**src/design/tnr_map.svh**
```systemverilog
// offsets, field positions, reset values and timing counts of the receiver node
`ifndef TNR_MAP_SVH
`define TNR_MAP_SVH

// register byte offsets
`define TNR_OFS_STATUS  8'h00
`define TNR_OFS_MASK    8'h04
`define TNR_OFS_CTRL    8'h08
`define TNR_OFS_OUTPUT  8'h0C
`define TNR_OFS_STATE   8'h10

// status and mask bit positions
`define TNR_EV_WORD     0
`define TNR_EV_ERROR    1
`define TNR_EV_RELEASE  2
`define TNR_EV_WIDTH    3

// control bit positions
`define TNR_CTRL_WDOG   0

// state register bit positions
`define TNR_ST_RUN      0
`define TNR_ST_ERR      1
`define TNR_ST_FAST     2
`define TNR_ST_ID_LSB   4

// reset values
`define TNR_RST_MASK    3'h0
`define TNR_RST_CTRL    1'h1

// frame layout after the start bit
`define TNR_FRAME_BITS  21
`define TNR_ID_W        3
`define TNR_WORD_W      16

// timing, in nanoseconds, and the watchdog length in scans
`define TNR_CLK_NS      50
`define TNR_BIT_STD_NS  4000
`define TNR_BIT_FAST_NS 1000
`define TNR_SCAN_STD_NS 2880000
`define TNR_SCAN_FST_NS 720000
`define TNR_WDOG_SCANS  2

`endif

```
**src/design/tnr_pkg.sv**
```systemverilog
// types shared by the token network receiver node
package tnr_pkg;

   typedef logic [15:0] tnr_word_t;
   typedef logic [2:0]  tnr_node_t;

   typedef enum logic [1:0] {
      tnr_rx_idle  = 2'b00,
      tnr_rx_start = 2'b01,
      tnr_rx_bits  = 2'b10
   } tnr_rx_state_e;

endpackage

```
**src/design/tnr_output_node.sv**
```systemverilog
// receive-only output node of a token-scheduled broadcast network
//
// Contract
// - Tokens run from zero to the highest address and wrap, each one making its owner broadcast 16 bits.
// - Several nodes may share a receiver address and each accepts the same word on its own.
// - This node only receives, never transmits, and takes its receiver address from a switch.
// - A matching word is driven onto the sixteen outputs, one bit per channel.
// - All nodes run at one bit rate, standard or high speed, never mixed.
// - A communication error lights the error indicator and freezes the outputs.
// - The freeze is released when the hold-clear switch is on, which is normally off.
// - A run indicator and an error indicator show whether communication is healthy.
// - Reception and output updating are done wholly in hardware.
`include "tnr_map.svh"

module tnr_output_node #(
   parameter int unsigned SCAN_STD_CYC = `TNR_SCAN_STD_NS / `TNR_CLK_NS,
   parameter int unsigned SCAN_FST_CYC = `TNR_SCAN_FST_NS / `TNR_CLK_NS
) (
   input  wire logic              clock_i,      // 20 MHz clock
   input  wire logic              rst_b_i,      // async reset, low
   input  wire logic              line_i,       // network receive line
   input  wire logic              fast_i,       // rate strap: high speed
   input  wire logic [2:0]        rx_id_i,      // receiver_node_id switch
   input  wire logic              hold_clear_i, // hold-clear switch, on = 1
   input  wire logic [7:0]        addr_i,       // register byte address
   input  wire logic [31:0]       wdata_i,      // register write data
   input  wire logic              wr_i,         // write strobe
   input  wire logic              rd_i,         // read strobe
   output logic [31:0]            rdata_o,      // read data, next cycle
   output logic [15:0]            do_o,         // output channels
   output logic                   run_led_o,    // run indicator
   output logic                   err_led_o,    // error indicator
   output logic                   irq_o         // level interrupt
);

   ////////////////////////////////////////////////////////////////////////
   // rate strap

   logic rate_taken, next_rate_taken;
   logic fast, next_fast;

   // rate strap capture
   // caught once after reset release; a moving strap must not retime frames
   always_comb begin
      next_rate_taken = 1'b1;
      next_fast       = rate_taken ? fast : fast_i;
   end

   always_ff @(posedge clock_i or negedge rst_b_i) begin
      if (!rst_b_i) begin
         rate_taken <= 1'b0;
         fast       <= 1'b0;
      end else begin
         rate_taken <= next_rate_taken;
         fast       <= next_fast;
      end
   end

   ////////////////////////////////////////////////////////////////////////
   // frame receiver

   logic               frame_ok;
   logic               frame_err;
   tnr_pkg::tnr_node_t frame_sender;
   tnr_pkg::tnr_word_t frame_data;

   tnr_frame_rx u_rx (
      .clock_i     (clock_i),
      .rst_b_i     (rst_b_i),
      .line_i      (line_i),
      .fast_i      (fast),
      .frame_ok_o  (frame_ok),
      .frame_err_o (frame_err),
      .sender_o    (frame_sender),
      .data_o      (frame_data)
   );

   ////////////////////////////////////////////////////////////////////////
   // output hold and link health

   localparam int WDOG_W = 18;

   logic [WDOG_W-1:0] wdog, next_wdog;
   logic              seen, next_seen;
   logic              hold, next_hold;
   logic              timeout;
   logic              match;
   logic              err_event;
   logic              rel_event;
   logic              wdog_en;
   logic [15:0]       next_do;
   logic              next_run;
   logic [WDOG_W-1:0] wdog_lim;

   // watchdog limit follows the strapped rate's scan time
   always_comb begin
      wdog_lim = fast ? WDOG_W'(`TNR_WDOG_SCANS * SCAN_FST_CYC)
                      : WDOG_W'(`TNR_WDOG_SCANS * SCAN_STD_CYC);
   end

   // address match only, other receivers may match too
   assign match     = frame_ok && (frame_sender == rx_id_i);
   // a lost token stream counts as a communication error
   assign timeout   = wdog_en && seen && (wdog >= wdog_lim);
   assign err_event = frame_err || (timeout && !hold);
   assign rel_event = hold && hold_clear_i;

   // health, hold and output update
   always_comb begin
      next_wdog = wdog;
      next_seen = seen;
      next_hold = hold;
      next_do   = do_o;
      // any good frame proves the token stream alive
      if (frame_ok) begin
         next_wdog = '0;
         next_seen = 1'b1;
      end else if (wdog < wdog_lim) begin
         next_wdog = wdog + WDOG_W'(1);
      end
      // hold release
      // clear switch wins over a new error while it stays on
      if (hold_clear_i) begin
         next_hold = 1'b0;
      end else if (err_event) begin
         next_hold = 1'b1;
      end
      // outputs stay reset until the first match outside a hold
      if (match && !next_hold) begin
         next_do = frame_data;
      end
      next_run = next_seen && !next_hold && !timeout;
   end

   always_ff @(posedge clock_i or negedge rst_b_i) begin
      if (!rst_b_i) begin
         wdog      <= '0;
         seen      <= 1'b0;
         hold      <= 1'b0;
         do_o      <= 16'h0000;
         run_led_o <= 1'b0;
         err_led_o <= 1'b0;
      end else begin
         wdog      <= next_wdog;
         seen      <= next_seen;
         hold      <= next_hold;
         do_o      <= next_do;
         run_led_o <= next_run;
         err_led_o <= next_hold;
      end
   end

   ////////////////////////////////////////////////////////////////////////
   // register port and interrupt

   localparam int EVW = `TNR_EV_WIDTH;

   logic [EVW-1:0] status, next_status;
   logic [EVW-1:0] mask, next_mask;
   logic           ctrl_wdog, next_ctrl_wdog;
   logic [31:0]    next_rdata;
   logic           next_irq;
   logic [EVW-1:0] events;
   logic [EVW-1:0] w1c;

   // write hit on one offset
   function automatic logic hit(input logic [7:0] a, input logic [7:0] ofs);
      hit = (a == ofs);
   endfunction

   assign wdog_en = ctrl_wdog;

   // event vector in status layout
   always_comb begin
      events                  = '0;
      // word event mirrors the output update, so a word lost to a freeze is not reported
      events[`TNR_EV_WORD]    = match && !next_hold;
      events[`TNR_EV_ERROR]   = err_event;
      events[`TNR_EV_RELEASE] = rel_event;
   end

   // sticky status, write one to clear, a same-cycle event wins
   always_comb begin
      w1c            = (wr_i && hit(addr_i, `TNR_OFS_STATUS)) ? wdata_i[EVW-1:0] : '0;
      next_status    = (status & ~w1c) | events;
      next_mask      = mask;
      next_ctrl_wdog = ctrl_wdog;
      if (wr_i && hit(addr_i, `TNR_OFS_MASK)) begin
         next_mask = wdata_i[EVW-1:0];
      end
      if (wr_i && hit(addr_i, `TNR_OFS_CTRL)) begin
         next_ctrl_wdog = wdata_i[`TNR_CTRL_WDOG];
      end
      next_irq = |(next_status & next_mask);
   end

   // read mux, unmapped offsets read zero, data valid one cycle later
   always_comb begin
      next_rdata = 32'h0000_0000;
      if (rd_i) begin
         case (addr_i)
            `TNR_OFS_STATUS: next_rdata[EVW-1:0] = status;
            `TNR_OFS_MASK:   next_rdata[EVW-1:0] = mask;
            `TNR_OFS_CTRL:   next_rdata[`TNR_CTRL_WDOG] = ctrl_wdog;
            `TNR_OFS_OUTPUT: next_rdata[15:0] = do_o;
            `TNR_OFS_STATE: begin
               next_rdata[`TNR_ST_RUN]  = run_led_o;
               next_rdata[`TNR_ST_ERR]  = err_led_o;
               next_rdata[`TNR_ST_FAST] = fast;
               next_rdata[`TNR_ST_ID_LSB +: `TNR_ID_W] = rx_id_i;
            end
            default: next_rdata = 32'h0000_0000;
         endcase
      end
   end

   always_ff @(posedge clock_i or negedge rst_b_i) begin
      if (!rst_b_i) begin
         status    <= '0;
         mask      <= `TNR_RST_MASK;
         ctrl_wdog <= `TNR_RST_CTRL;
         rdata_o   <= 32'h0000_0000;
         irq_o     <= 1'b0;
      end else begin
         status    <= next_status;
         mask      <= next_mask;
         ctrl_wdog <= next_ctrl_wdog;
         rdata_o   <= next_rdata;
         irq_o     <= next_irq;
      end
   end

endmodule

```
**src/design/tnr_frame_rx.sv**
```systemverilog
// serial frame deserializer: start, sender id, data word, even parity, stop
`include "tnr_map.svh"

module tnr_frame_rx (
   input  wire logic              clock_i,      // system clock
   input  wire logic              rst_b_i,      // async reset, low
   input  wire logic              line_i,       // network line, idles high
   input  wire logic              fast_i,       // high-speed bit rate
   output logic                   frame_ok_o,   // good frame pulse
   output logic                   frame_err_o,  // bad frame pulse
   output tnr_pkg::tnr_node_t     sender_o,     // sender_node_id of frame
   output tnr_pkg::tnr_word_t     data_o        // broadcast data word
);

   localparam int BIT_STD = `TNR_BIT_STD_NS / `TNR_CLK_NS;
   localparam int BIT_FST = `TNR_BIT_FAST_NS / `TNR_CLK_NS;

   // clocks per bit for the selected rate
   function automatic logic [6:0] bit_len(input logic fast);
      bit_len = fast ? 7'(BIT_FST) : 7'(BIT_STD);
   endfunction

   tnr_pkg::tnr_rx_state_e        state, next_state;
   logic [6:0]                    tick, next_tick;
   logic [4:0]                    bitn, next_bitn;
   logic [`TNR_FRAME_BITS-1:0]    shreg, next_shreg;
   logic                          next_ok, next_err;
   tnr_pkg::tnr_node_t            next_sender;
   tnr_pkg::tnr_word_t            next_data;

   // mid-bit sampling; a start glitch shorter than half a bit is dropped
   always_comb begin
      next_state  = state;
      next_tick   = tick;
      next_bitn   = bitn;
      next_shreg  = shreg;
      next_ok     = 1'b0;
      next_err    = 1'b0;
      next_sender = sender_o;
      next_data   = data_o;
      case (state)
         tnr_pkg::tnr_rx_idle: begin
            if (!line_i) begin
               next_state = tnr_pkg::tnr_rx_start;
               next_tick  = (bit_len(fast_i) >> 1) - 7'h01;
            end
         end
         tnr_pkg::tnr_rx_start: begin
            if (tick != 7'h00) begin
               next_tick = tick - 7'h01;
            end else if (!line_i) begin
               next_state = tnr_pkg::tnr_rx_bits;
               next_tick  = bit_len(fast_i) - 7'h01;
               next_bitn  = 5'h00;
            end else begin
               next_state = tnr_pkg::tnr_rx_idle;
            end
         end
         tnr_pkg::tnr_rx_bits: begin
            if (tick != 7'h00) begin
               next_tick = tick - 7'h01;
            end else begin
               next_shreg = {line_i, shreg[`TNR_FRAME_BITS-1:1]};
               next_tick  = bit_len(fast_i) - 7'h01;
               next_bitn  = bitn + 5'h01;
               if (bitn == 5'(`TNR_FRAME_BITS - 1)) begin
                  next_state = tnr_pkg::tnr_rx_idle;
                  // stop must be high, parity over id, data and parity even
                  if (next_shreg[20] && !(^next_shreg[19:0])) begin
                     next_ok     = 1'b1;
                     next_sender = next_shreg[2:0];
                     next_data   = next_shreg[18:3];
                  end else begin
                     next_err = 1'b1;
                  end
               end
            end
         end
         default: next_state = tnr_pkg::tnr_rx_idle;
      endcase
   end

   // register stage
   always_ff @(posedge clock_i or negedge rst_b_i) begin
      if (!rst_b_i) begin
         state       <= tnr_pkg::tnr_rx_idle;
         tick        <= 7'h00;
         bitn        <= 5'h00;
         shreg       <= '0;
         frame_ok_o  <= 1'b0;
         frame_err_o <= 1'b0;
         sender_o    <= 3'h0;
         data_o      <= 16'h0000;
      end else begin
         state       <= next_state;
         tick        <= next_tick;
         bitn        <= next_bitn;
         shreg       <= next_shreg;
         frame_ok_o  <= next_ok;
         frame_err_o <= next_err;
         sender_o    <= next_sender;
         data_o      <= next_data;
      end
   end

endmodule

```
**config.mk**
```make
export PLATFORM = sky130hd
export DESIGN_NAME = tnr_output_node
export DESIGN_NICKNAME = d
export VERILOG_FILES = /design/src/design/tnr_pkg.sv /design/src/design/tnr_output_node.sv /design/src/design/tnr_frame_rx.sv
export VERILOG_INCLUDE_DIRS = /design/src /design/src/design
export SDC_FILE = /design/constraint.sdc
export NUM_CORES = 1
export LEC_CHECK = 0
export BUFFER_PORTS_ARGS = -buffer_cell sky130_fd_sc_hd__buf_2
export CELL_PAD_IN_SITES_DETAIL_PLACEMENT = 1
export CELL_PAD_IN_SITES_GLOBAL_PLACEMENT = 1
export CORE_UTILIZATION = 40
export DETAILED_ROUTE_END_ITERATION = 6
export HOLD_SLACK_MARGIN = 0.15
export MAX_ROUTING_LAYER = met4
export PLACE_DENSITY_LB_ADDON = 0.3
export SLEW_MARGIN = 20
export SYNTH_ARGS = -nofsm -noshare
export SYNTH_HDL_FRONTEND = slang
export SYNTH_SLANG_ARGS = --single-unit
```
**constraint.sdc**
```tcl
create_clock -name clock_i -period 3 [get_ports clock_i]
set_input_delay 0 -clock clock_i [delete_from_list [all_inputs] [get_ports clock_i]]
set_output_delay 0 -clock clock_i [all_outputs]
set_load 0.1 [all_outputs]
```
==> impl_metrics.json, run 1 <==
{
  "multiInputGateArea_um2": 2600,
  "coreArea_um2": 14000,
  "final-hold-violation-count": 0,
  "start_kind": "flip-flop",
  "core.rowCount": 43,
  "seq_area_frac_synth_pct": 51.0,
  "wl_per_cell_um": 17.6,
  "total_power_uw": 4670,
  "cts_root_buffer": "clkbuf_16",
  "grt_usage_pct": 20.7,
  "required_ns": 3.34,
  "netlist_instances": 508,
  "dr.pass1.iters": 5,
  "cts_buffers": 17,
  "yosysUniqueCellTypes": 62,
  "drc": 0,
  "dp_hpwl_um": 9230,
  "setup.worst_path.class": "reg -> reg",
  "most-common-layout-cells": "dfrtp_1 (116), mux2_2 (56), buf_2 (54)",
  "grt_pass1_wl_um": 22800,
  "io_pins": 101,
  "ff_latch_area_um2": 2960,
  "period_share_pct": 95.7,
  "rsz0062_at_grt": "false",
  "critPathCaptureType": "flip-flop",
  "synthToLayoutAreaGrowth_pct": 22.3,
  "setup_ws_ns": 0.130,
  "setup-tns-final_ns": 0,
  "cts_tree": "yes",
  "final_area_um2": 7080,
  "nFillCells": 1520,
  "status": "finished clean",
  "finalWirelength_um": 13800,
  "postCtsSetupBuffers": 0,
  "syn_area_um2": 5790,
  "fmax_mhz": 348,
  "antenna_found_initial": 0,
  "die_width_um": 122,
  "final_common_cell": "dfrtp_1",
  "setup_viol": 0,
  "ys_async_sr_fraction_pct": 100,
  "grt_pass1_vias": 4381,
  "antenna_left": 0,
  "holdWs_ns": 0.240,
  "antennaDiodeCount": 0,
  "drv_slew": 0,
  "ys.flop_type": "dfrtp_1",
  "fin_skew_ns": 0.00614,
  "drive_gt1_share_pct": 28.6,
  "grt_max_degree": 76,
  "worst_ir_drop_vdd_v": 0.000421,
  "cts_sinks": 118,
  "synth_edf_count": 0,
  "worstPathArrival_ns": 3.21,
  "cp_max_fo": 9,
  "leakagePower_uw": 0.00348,
  "hp-class": "in -> reg",
  "place_ws_ns": 0.126,
  "finalNetCount": 661,
  "cap_violations": 0,
  "die_h_um": 122,
  "drtIter0Drc": 166,
  "cts-htree-levels": 4,
  "portBuffers": 55,
  "clkTransAtPathRegs_ns": 0.06,
  "vias": 4193,
  "worstMarginPinSlew_ns": 0.961,
  "placed_cell_area_um2": 6210,
  "grt-ovfl-total": 0,
  "cts_buffer_depth": 2,
  "synth.avg_cell_area_um2": 11.4,
  "viasPerCell": 5.32,
  "die-area_um2": 15000,
  "max_slew_margin_pct": 36.0,
  "p_per_area_nw_per_um2": 660,
  "ys_warn_count": 0,
  "start_util_pct": 41.4,
  "clkLatencyLatePin_ns": 0.42,
  "finalCriticalPeriod_ns": 2.87,
  "gp_congestion": 0.780,
  "ys_ff_latch": 118
}
==> metal layers <==
| metal | global-route usage [%] | vias up | part of all wire (%) |
|---|---|---|---|
| li1 | - | 1952 | - |
| met1 | 25.7 | 2129 | 45 |
| met2 | 33.0 | 94 | 50 |
| met3 | 4.55 | 18 | 3.6 |
| met4 | 7.62 | 0 | 1.5 |
| met5 | - | - | 0 |
==> worst max-delay path: stages, from the launching register on <==
cell and delay (ns):
dfrtp_2 0.47, ha_1 0.34, a2111o_1 0.40, a21o_2 0.25
a21oi_4 0.22, o211ai_1 0.34, or4_1 0.61, a21oi_1 0.16
==> metrics by stage <==
stage	std cells	utilization, %
2_1_floorplan	523	-
3_3_place_gp	733	44.4
3_5_place_dp	733	44.4
4_1_cts	788	50.6
5_1_grt	788	50.6
6_report	788	50.6
==> final timing paths <==
| kind | from | endpoint | slack (ns) | depth (start not counted) |
|---|---|---|---|---|
| max | fast | wdog[12] | 0.13 | 7 |
| min | addr_i[4] | rdata_o[2] | 0.24 | 4 |
| max reg2reg | fast | wdog[12] | 0.13 | 7 |
| min reg2reg | u_rx.bitn[4] | u_rx.bitn[4] | 0.48 | 1 |
| max in group asynchronous | rst_b_i | wdog[1] | 1.85 | 3 |
| min in group asynchronous | rst_b_i | u_rx.frame_err_o | 0.26 | 2 |
==> synthesized netlist by cell type, drive strengths merged, types with 8 or more instances <==
library cell	number	area, um^2
clkbuf	12	45.0
dfrtp	117	2930
nand4	8	50.1
inv	18	67.6
a21oi	27	150
mux2	64	751
xnor2	20	175
nor2	24	90.1
o21ai	27	135
nand2	31	116
ha	16	200
buf	24	178
and2	14	87.6
nand3	10	50.1
==> kinds of logic after synthesis <==
kind of cell | after synthesis | synth area share [%]
flops | 118 | 51.0
buf+inv | 54 | 5.01
mux | 66 | 13.3
simple gates | 132 | 12.3
xor+xnor | 27 | 4.09
fa+ha+maj | 16 | 3.46
compound gates | 93 | 10.7
other cells | 2 | 0.130
==> power by group <==
group          internal, uW  leakage, uW  switching, uW
clock                  1460     0.000310            728
combinational           259      0.00157            480
sequential             1670      0.00160           81.5
total                  3380      0.00348           1290
==> flip-flops by register name, summed over array words and instances, names as in the netlist <==
signal	flops
mask	3
u_rx.frame_err_o	1
u_rx.bitn	5
u_rx.frame_ok_o	1
u_rx.shreg	20
hold	1
u_rx.tick	7
do_o	16
run_led_o	1
u_rx.sender_o	3
wdog	18
irq_o	1
ctrl_wdog	1
u_rx.data_o	16
seen	1
fast	1
u_rx.state	2
status	3
rdata_o	16
rate_taken	1
==> repair_timing <==
item,in CTS,in global routing
gates resized for setup,0,1
hold buffers,23,0
endpoints found under the hold margin,95,0
endpoints found under the setup margin,0,20
==> cell type report <==
cell class	count	share of cell area, %
clock buffer	21	6.64
clock inverter	11	2.42
inverter	18	0.954
multi-input combinational	351	36.7
sequential	118	41.7
tap	180	3.18
timing repair buffer	89	8.34
Note: power is estimated with default switching activity, not from simulation.
==> run 2: changes to the inputs <==
CORE_UTILIZATION = 41   (was 40)
SYNTH_HIERARCHICAL = 1   (was unset)
==> run 2 against run 1 <==
Against the previous run: non-clock buffer count increased by 3; power is 2.0% higher; final cell count is 2.7% lower; sequential cell count unchanged; via count is 4.3% lower; synthesized area grew 0.54%.
==> impl_metrics.json, run 2 <==
{
  "synth_edf_count": 0,
  "reg_top3": "u_rx/shreg (20), wdog (18)",
  "coreArea_um2": 13900,
  "synthMostInstantiatedCell": "dfrtp_1",
  "cts_root_buffer": "clkbuf_16",
  "status": "finished clean",
  "die-area_um2": 14700,
  "most-common-layout-cells": "dfrtp_1 (117), buf_2 (54), dlygate4sd3_1 (32)",
  "clkPwrFrac_pct": 47.6,
  "leakagePower_uw": 0.00360,
  "portBuffers": 55,
  "vias": 4012,
  "finalWirelength_um": 13800,
  "required_ns": 3.34,
  "netlist_instances": 478,
  "ff_latch_area_um2": 2950,
  "cp_max_fo": 14,
  "yosysUniqueCellTypes": 72,
  "cts_buffer_depth": 2,
  "netlist.area_leader.share_pct": 50.3,
  "ys_ff_latch": 118,
  "dp_hpwl_um": 8460,
  "p_int_uw": 3480,
  "core.rowCount": 43,
  "grt_max_degree": 72,
  "synth.avg_cell_area_um2": 12.2,
  "io_pins": 101,
  "wl_per_cell_um": 18.0,
  "ys.flop_type": "dfrtp_1",
  "power_switching_uw": 1280,
  "ys_warn_count": 6,
  "largest-register": "u_rx/shreg",
  "fin_skew_ns": 0.00780,
  "setup-tns-final_ns": 0,
  "gp_congestion": 0.830,
  "postCtsSetupBuffers": 0,
  "period_share_pct": 92.7,
  "largest_register_ff_count": 20,
  "grt_pass1_wl_um": 23100,
  "rsz0062_at_grt": "false",
  "grt_usage_pct": 21.3,
  "cts_sinks": 118,
  "p_per_area_nw_per_um2": 658,
  "worstPathArrival_ns": 3.13,
  "setup.worst_path.class": "in -> reg",
  "die_width_um": 121,
  "syn_area_um2": 5820,
  "ys_top_cells_by_area": "dfrtp_1 (50%), mux2_4 (7.5%), mux2_2 (5.0%), xnor2_1 (4.5%), ha_1 (3.0%)",
  "drtIter0Drc": 155,
  "cts_tree": "yes",
  "setup_viol": 0,
  "clkTransAtPathRegs_ns": 0.05,
  "critPathCaptureType": "flip-flop",
  "synthToLayoutAreaGrowth_pct": 24.3,
  "drive_gt1_share_pct": 29.0,
  "multiInputGateArea_um2": 2660,
  "comb_power_share_pct": 15.4,
  "holdWs_ns": 0.107,
  "finalNetCount": 638,
  "start_util_pct": 41.9,
  "clkLatencyLatePin_ns": 0.41,
  "ys_async_sr_fraction_pct": 100,
  "cts-htree-levels": 4,
  "final_common_cell": "dfrtp_1",
  "cap_violations": 0,
  "die_h_um": 121,
  "antennaDiodeCount": 0,
  "synth_common_cells": "dfrtp_1 (117), nor2_1 (31), xnor2_1 (30), mux2_4 (29), mux2_2 (26)",
  "viasPerCell": 5.23,
  "max_slew_margin_pct": 56.0,
  "finalCriticalPeriod_ns": 2.78,
  "dr.pass1.iters": 4,
  "start_kind": "primary input",
  "antenna_left": 0,
  "drv_slew": 0,
  "worst_ir_drop_vdd_v": 0.000418,
  "grt-ovfl-total": 0,
  "cts_buffers": 17,
  "switching_share_pct": 26.9,
  "drc": 0,
  "fmax_mhz": 359,
  "grt_pass1_vias": 4398,
  "final-hold-violation-count": 0,
  "worstMarginPinSlew_ns": 0.659,
  "seq_area_frac_synth_pct": 50.8,
  "hp-class": "in -> reg",
  "nFillCells": 1448,
  "yosysTopAreaCell": "dfrtp_1",
  "antenna_found_initial": 0,
  "seqPwrFrac_pct": 37.1
}
## run 2: cell count changes after synthesis, moves of 10 or more
| cell | change |
|---|---|
| mux2_2 | -30 |
| mux2_4 | +21 |
| and3_1 | +16 |
| a21oi_1 | -15 |
| o21ai_0 | -14 |
| and2_1 | -10 |
| xnor2_1 | +10 |
## run 2: layout make-up
| type | count | share of cell area (%) |
|---|---|---|
| sequential | 118 | 40.8 |
| multi-input combinational | 327 | 36.8 |
| timing repair buffer | 92 | 9.13 |
| clock buffer | 21 | 6.50 |
| tap | 180 | 3.11 |
| clock inverter | 11 | 2.71 |
| inverter | 18 | 0.934 |
## run 2: what timing repair did
item	CTS	global route
gates resized for setup	0	4
endpoints found under the hold margin	79	0
hold buffers	33	0
endpoints found under the setup margin	0	2
## run 2: kinds of logic after synthesis
group                    synth area share (%)
AO/OA/AOI/OAI                            8.60
XOR/XNOR                                 5.65
adder cells (fa/ha/maj)                  3.01
buffers and inverters                    4.73
flip-flops                               50.8
multiplexers                             14.9
other                                   0.129
AND/OR/NAND/NOR                          12.3
## run 2: critical path, stage by stage
cell	delay (ns)
dlygate4sd3_1	0.54
buf_2	0.13
nor2_2	0.25
nor4b_2	0.37
and3_2	0.40
a22oi_1	0.13
dlygate4sd3_1	0.58
nor2b_1	0.15
dlygate4sd3_1	0.58
## run 2: metrics by stage
| stage | instance area (um^2) | worst slack, ns | util [%] | power [uW] | std cells |
|---|---|---|---|---|---|
| 3_5_place_dp | 6230 | 0.372 | 44.9 | 2500 | 703 |
| 2_1_floorplan | 5880 | 0.670 | - | 2320 | 493 |
| 4_1_cts | 7230 | 0.0179 | 52.1 | 4810 | 768 |
| 3_3_place_gp | 6230 | 0.398 | 44.9 | 2450 | 703 |
| 5_1_grt | 7240 | 0.0511 | 52.1 | 4970 | 767 |
| 6_report | 7240 | 0.218 | 52.1 | 4760 | 767 |
## run 2: worst paths after layout
| check | from | end | slack (ns) | cells after the start |
|---|---|---|---|---|
| max in group asynchronous | rst_b_i | ctrl_wdog | 2.03 | 3 |
| max reg2reg | fast | irq_o | 0.34 | 8 |
| min | addr_i[5] | status[1] | 0.11 | 5 |
| min reg2reg | seen | seen | 0.49 | 1 |
| min in group asynchronous | rst_b_i | wdog[1] | 0.16 | 2 |
| max | addr_i[0] | rdata_o[6] | 0.22 | 9 |
## run 2: power groups by stage
stage	combinational [uW]	clock, uW	sequential (uW)
after global placement	672	0	1780
after global routing	822	2370	1780
after floorplan	545	0	1770
after CTS	733	2310	1770
final	732	2270	1770
after detailed placement	704	0	1790
## run 2: routing by layer
metal  track usage, %  vias up  share of wire (%)
li1                 -     1860                  -
met1             25.3     2039                 44
met2             34.3       90                 50
met3             5.08       23                4.0
met4             10.2        0                1.9
met5                -        -                  0
==> run 3: changes to the inputs <==
ABC_AREA = 1   (was unset)
CORE_UTILIZATION = 38   (was 41)
==> run 3 against run 2 <==
Against the previous run: fmax is 6.4% higher; largest cell class unchanged; highest routed layer unchanged; power is 11% lower; combinational power is 71% lower.
==> impl_metrics.json, run 3 <==
{
  "yosysTopAreaCell": "dfrtp_1",
  "grt_pass1_wl_um": 27000,
  "fin_skew_ns": 0.00791,
  "postCtsSetupBuffers": 0,
  "worstMarginPinSlew_ns": 0.845,
  "netlist_instances": 775,
  "cts_tree": "yes",
  "leakagePower_uw": 0.00390,
  "multiInputGateArea_um2": 2660,
  "cpLargestDelayFamily": "buffers and inverters",
  "synth_common_cells": "nand2_1 (263), dfrtp_1 (117), inv_1 (86), nand3_1 (66), nor2_1 (52)",
  "synthMostInstantiatedCell": "nand2_1",
  "final-hold-violation-count": 0,
  "largest_register_ff_count": 20,
  "coreArea_um2": 15800,
  "die_h_um": 129,
  "start_util_pct": 38.7,
  "grt_max_degree": 63,
  "dp_hpwl_um": 11300,
  "finalCriticalPeriod_ns": 2.61,
  "synth.avg_cell_area_um2": 7.91,
  "status": "finished clean",
  "cap_violations": 0,
  "cts-htree-levels": 4,
  "worst_ir_drop_vdd_v": 0.000383,
  "reg2reg_depth": 14,
  "required_ns": 3.35,
  "ys_top_cells_by_area": "dfrtp_1 (48%), nand2_1 (16%), nand3_1 (5.4%), inv_1 (5.3%), o21ai_0 (3.5%)",
  "grt_pass1_vias": 5692,
  "vias": 5426,
  "instances_no_fill": 1093,
  "drtIter0Drc": 280,
  "critPathCaptureType": "flip-flop",
  "setup_viol": 0,
  "seq_area_frac_synth_pct": 48.2,
  "cts_root_buffer": "clkbuf_16",
  "start_kind": "primary input",
  "drive_gt1_share_pct": 13.5,
  "max_slew_margin_pct": 43.7,
  "cp_max_fo": 4,
  "grt_usage_pct": 21.4,
  "fmax_mhz": 382,
  "io_pins": 101,
  "cts_buffer_depth": 2,
  "cp_slowest_stage_delay_ns": 0.65,
  "dr.pass1.iters": 4,
  "ys_warn_count": 6,
  "die-area_um2": 16600,
  "antenna_left": 0,
  "cts_sinks": 118,
  "core.rowCount": 46,
  "drc": 0,
  "reg2reg_to": "wdog[10]",
  "hp-class": "in -> async",
  "final_area_um2": 7510,
  "wl_per_cell_um": 14.9,
  "synthToLayoutAreaGrowth_pct": 22.5,
  "grt-ovfl-total": 0,
  "yosysUniqueCellTypes": 49,
  "die_width_um": 129,
  "drv_slew": 0,
  "syn_area_um2": 6130,
  "r2r_slack_ns": 0.59,
  "startpoint": "addr_i[1]",
  "path_common_cell": "dlygate4sd3_1",
  "viasPerCell": 4.96,
  "placed_cell_area_um2": 6570,
  "finalWirelength_um": 16300,
  "place_inst": 1037,
  "portBuffers": 55,
  "r2r-start": "fast",
  "ys_async_sr_fraction_pct": 100,
  "ff_latch_area_um2": 2950,
  "p_per_area_nw_per_um2": 565,
  "antennaDiodeCount": 0,
  "setup-tns-final_ns": 0,
  "rsz0062_at_grt": "false",
  "clkLatencyLatePin_ns": 0.42,
  "worstPathArrival_ns": 2.97,
  "clkTransAtPathRegs_ns": 0.06,
  "nFillCells": 1940,
  "final_common_cell": "nand2_1",
  "cts_buffers": 17,
  "most-common-layout-cells": "nand2_1 (263), dfrtp_1 (117), inv_1 (86)",
  "reg_top3": "u_rx/shreg (20), wdog (18)",
  "setup.worst_path.class": "in -> reg",
  "synth_edf_count": 0,
  "cp_slowest_cell": "dlygate4sd3_1",
  "ys_ff_latch": 118,
  "gp_congestion": 0.872,
  "crit_chain": "dlygate4sd3_1 -> buf_2 -> nor2_1 -> inv_1 -> nor4_1 -> dlygate4sd3_1 -> a21oi_1 -> a31oi_1 -> dlygate4sd3_1",
  "finalNetCount": 928,
  "cp.buffers_inverters": 5,
  "ys.flop_type": "dfrtp_1",
  "antenna_found_initial": 0,
  "largest-register": "u_rx/shreg",
  "netlist.area_leader.share_pct": 47.8,
  "period_share_pct": 87.2
}
## run 3: cell types whose count changed in the layout (fill, tap and decap cells not counted), sizes merged, moves of 25 or more
cell	before	now
mux2	60	0
xnor2	30	3
inv	18	91
o21ai	16	46
nand3	9	67
nand2	24	268
nor2	31	56
## run 3: report_power, final
part           leakage [uW]  switching, uW  internal (uW)
Sequential          0.00160           8.05           1600
Clock              0.000330            766           1650
Combinational       0.00197            172           43.1
Total               0.00390            946           3290
## run 3: worst max-delay path by stage
| stage | to | cells past startpoint |
|---|---|---|
| after floorplan | do_o[5] | 15 |
| after global placement | wdog[10] | 14 |
| after detailed placement | wdog[10] | 14 |
| after CTS | rdata_o[0] | 9 |
| after global routing | rdata_o[0] | 9 |
| final | rdata_o[0] | 9 |
## run 3: worst reg2reg max path: stages (launching register included)
cell and delay (ns):
dfrtp_1 0.49, inv_1 0.18, ha_1 0.34, nand2_1 0.06
inv_1 0.04, nand2_1 0.06, nand2_1 0.07, a21oi_2 0.14
nand2_1 0.14, inv_2 0.20, nand3_1 0.16, inv_1 0.14
nand2_1 0.06, o21ai_0 0.18, nor2_1 0.06
## run 3: per-layer routing
| layer | track usage (%) | vias to the layer above | part of all wire (%) |
|---|---|---|---|
| li1 | - | 2629 | - |
| met1 | 25.5 | 2688 | 45 |
| met2 | 36.8 | 88 | 51 |
| met3 | 3.37 | 21 | 2.4 |
| met4 | 7.13 | 0 | 1.5 |
| met5 | - | - | 0 |
## run 3: cell type report
class,count,share of cell area [%]
Clock buffer,17,5.67
Clock inverter,15,3.68
Inverter,91,4.58
Multi-Input combinational cell,550,35.4
Sequential cell,118,39.3
Tap cell,216,3.60
Timing Repair Buffer,86,7.77
## run 3: stage by stage
step	power, uW	worst slack [ns]	utilization [%]	hold slack, ns
6_report	4240	0.385	47.4	0.220
2_1_floorplan	1780	1.02	-	-0.296
3_5_place_dp	1830	0.608	41.5	0.160
4_1_cts	4270	0.493	47.4	0.209
5_1_grt	4360	0.265	47.4	0.300
3_3_place_gp	1830	0.692	41.5	0.144
## run 3: what timing repair did
action                     4_1_cts  5_1_grt
hold buffers                    24        0
hold endpoints to repair        98        0
setup endpoints to repair        0        0
resized for setup                0        0
## run 3: kinds of logic after synthesis
family / Yosys count / synth area share, %
buffers and inverters: 122 / 9.37
AOI/OAI and AO/OA: 91 / 8.66
other: 2 / 0.123
and+or+nand+nor: 420 / 29.6
adders and majority gates: 14 / 2.86
DFF: 118 / 48.2
xor gates and xnor gates: 8 / 1.14
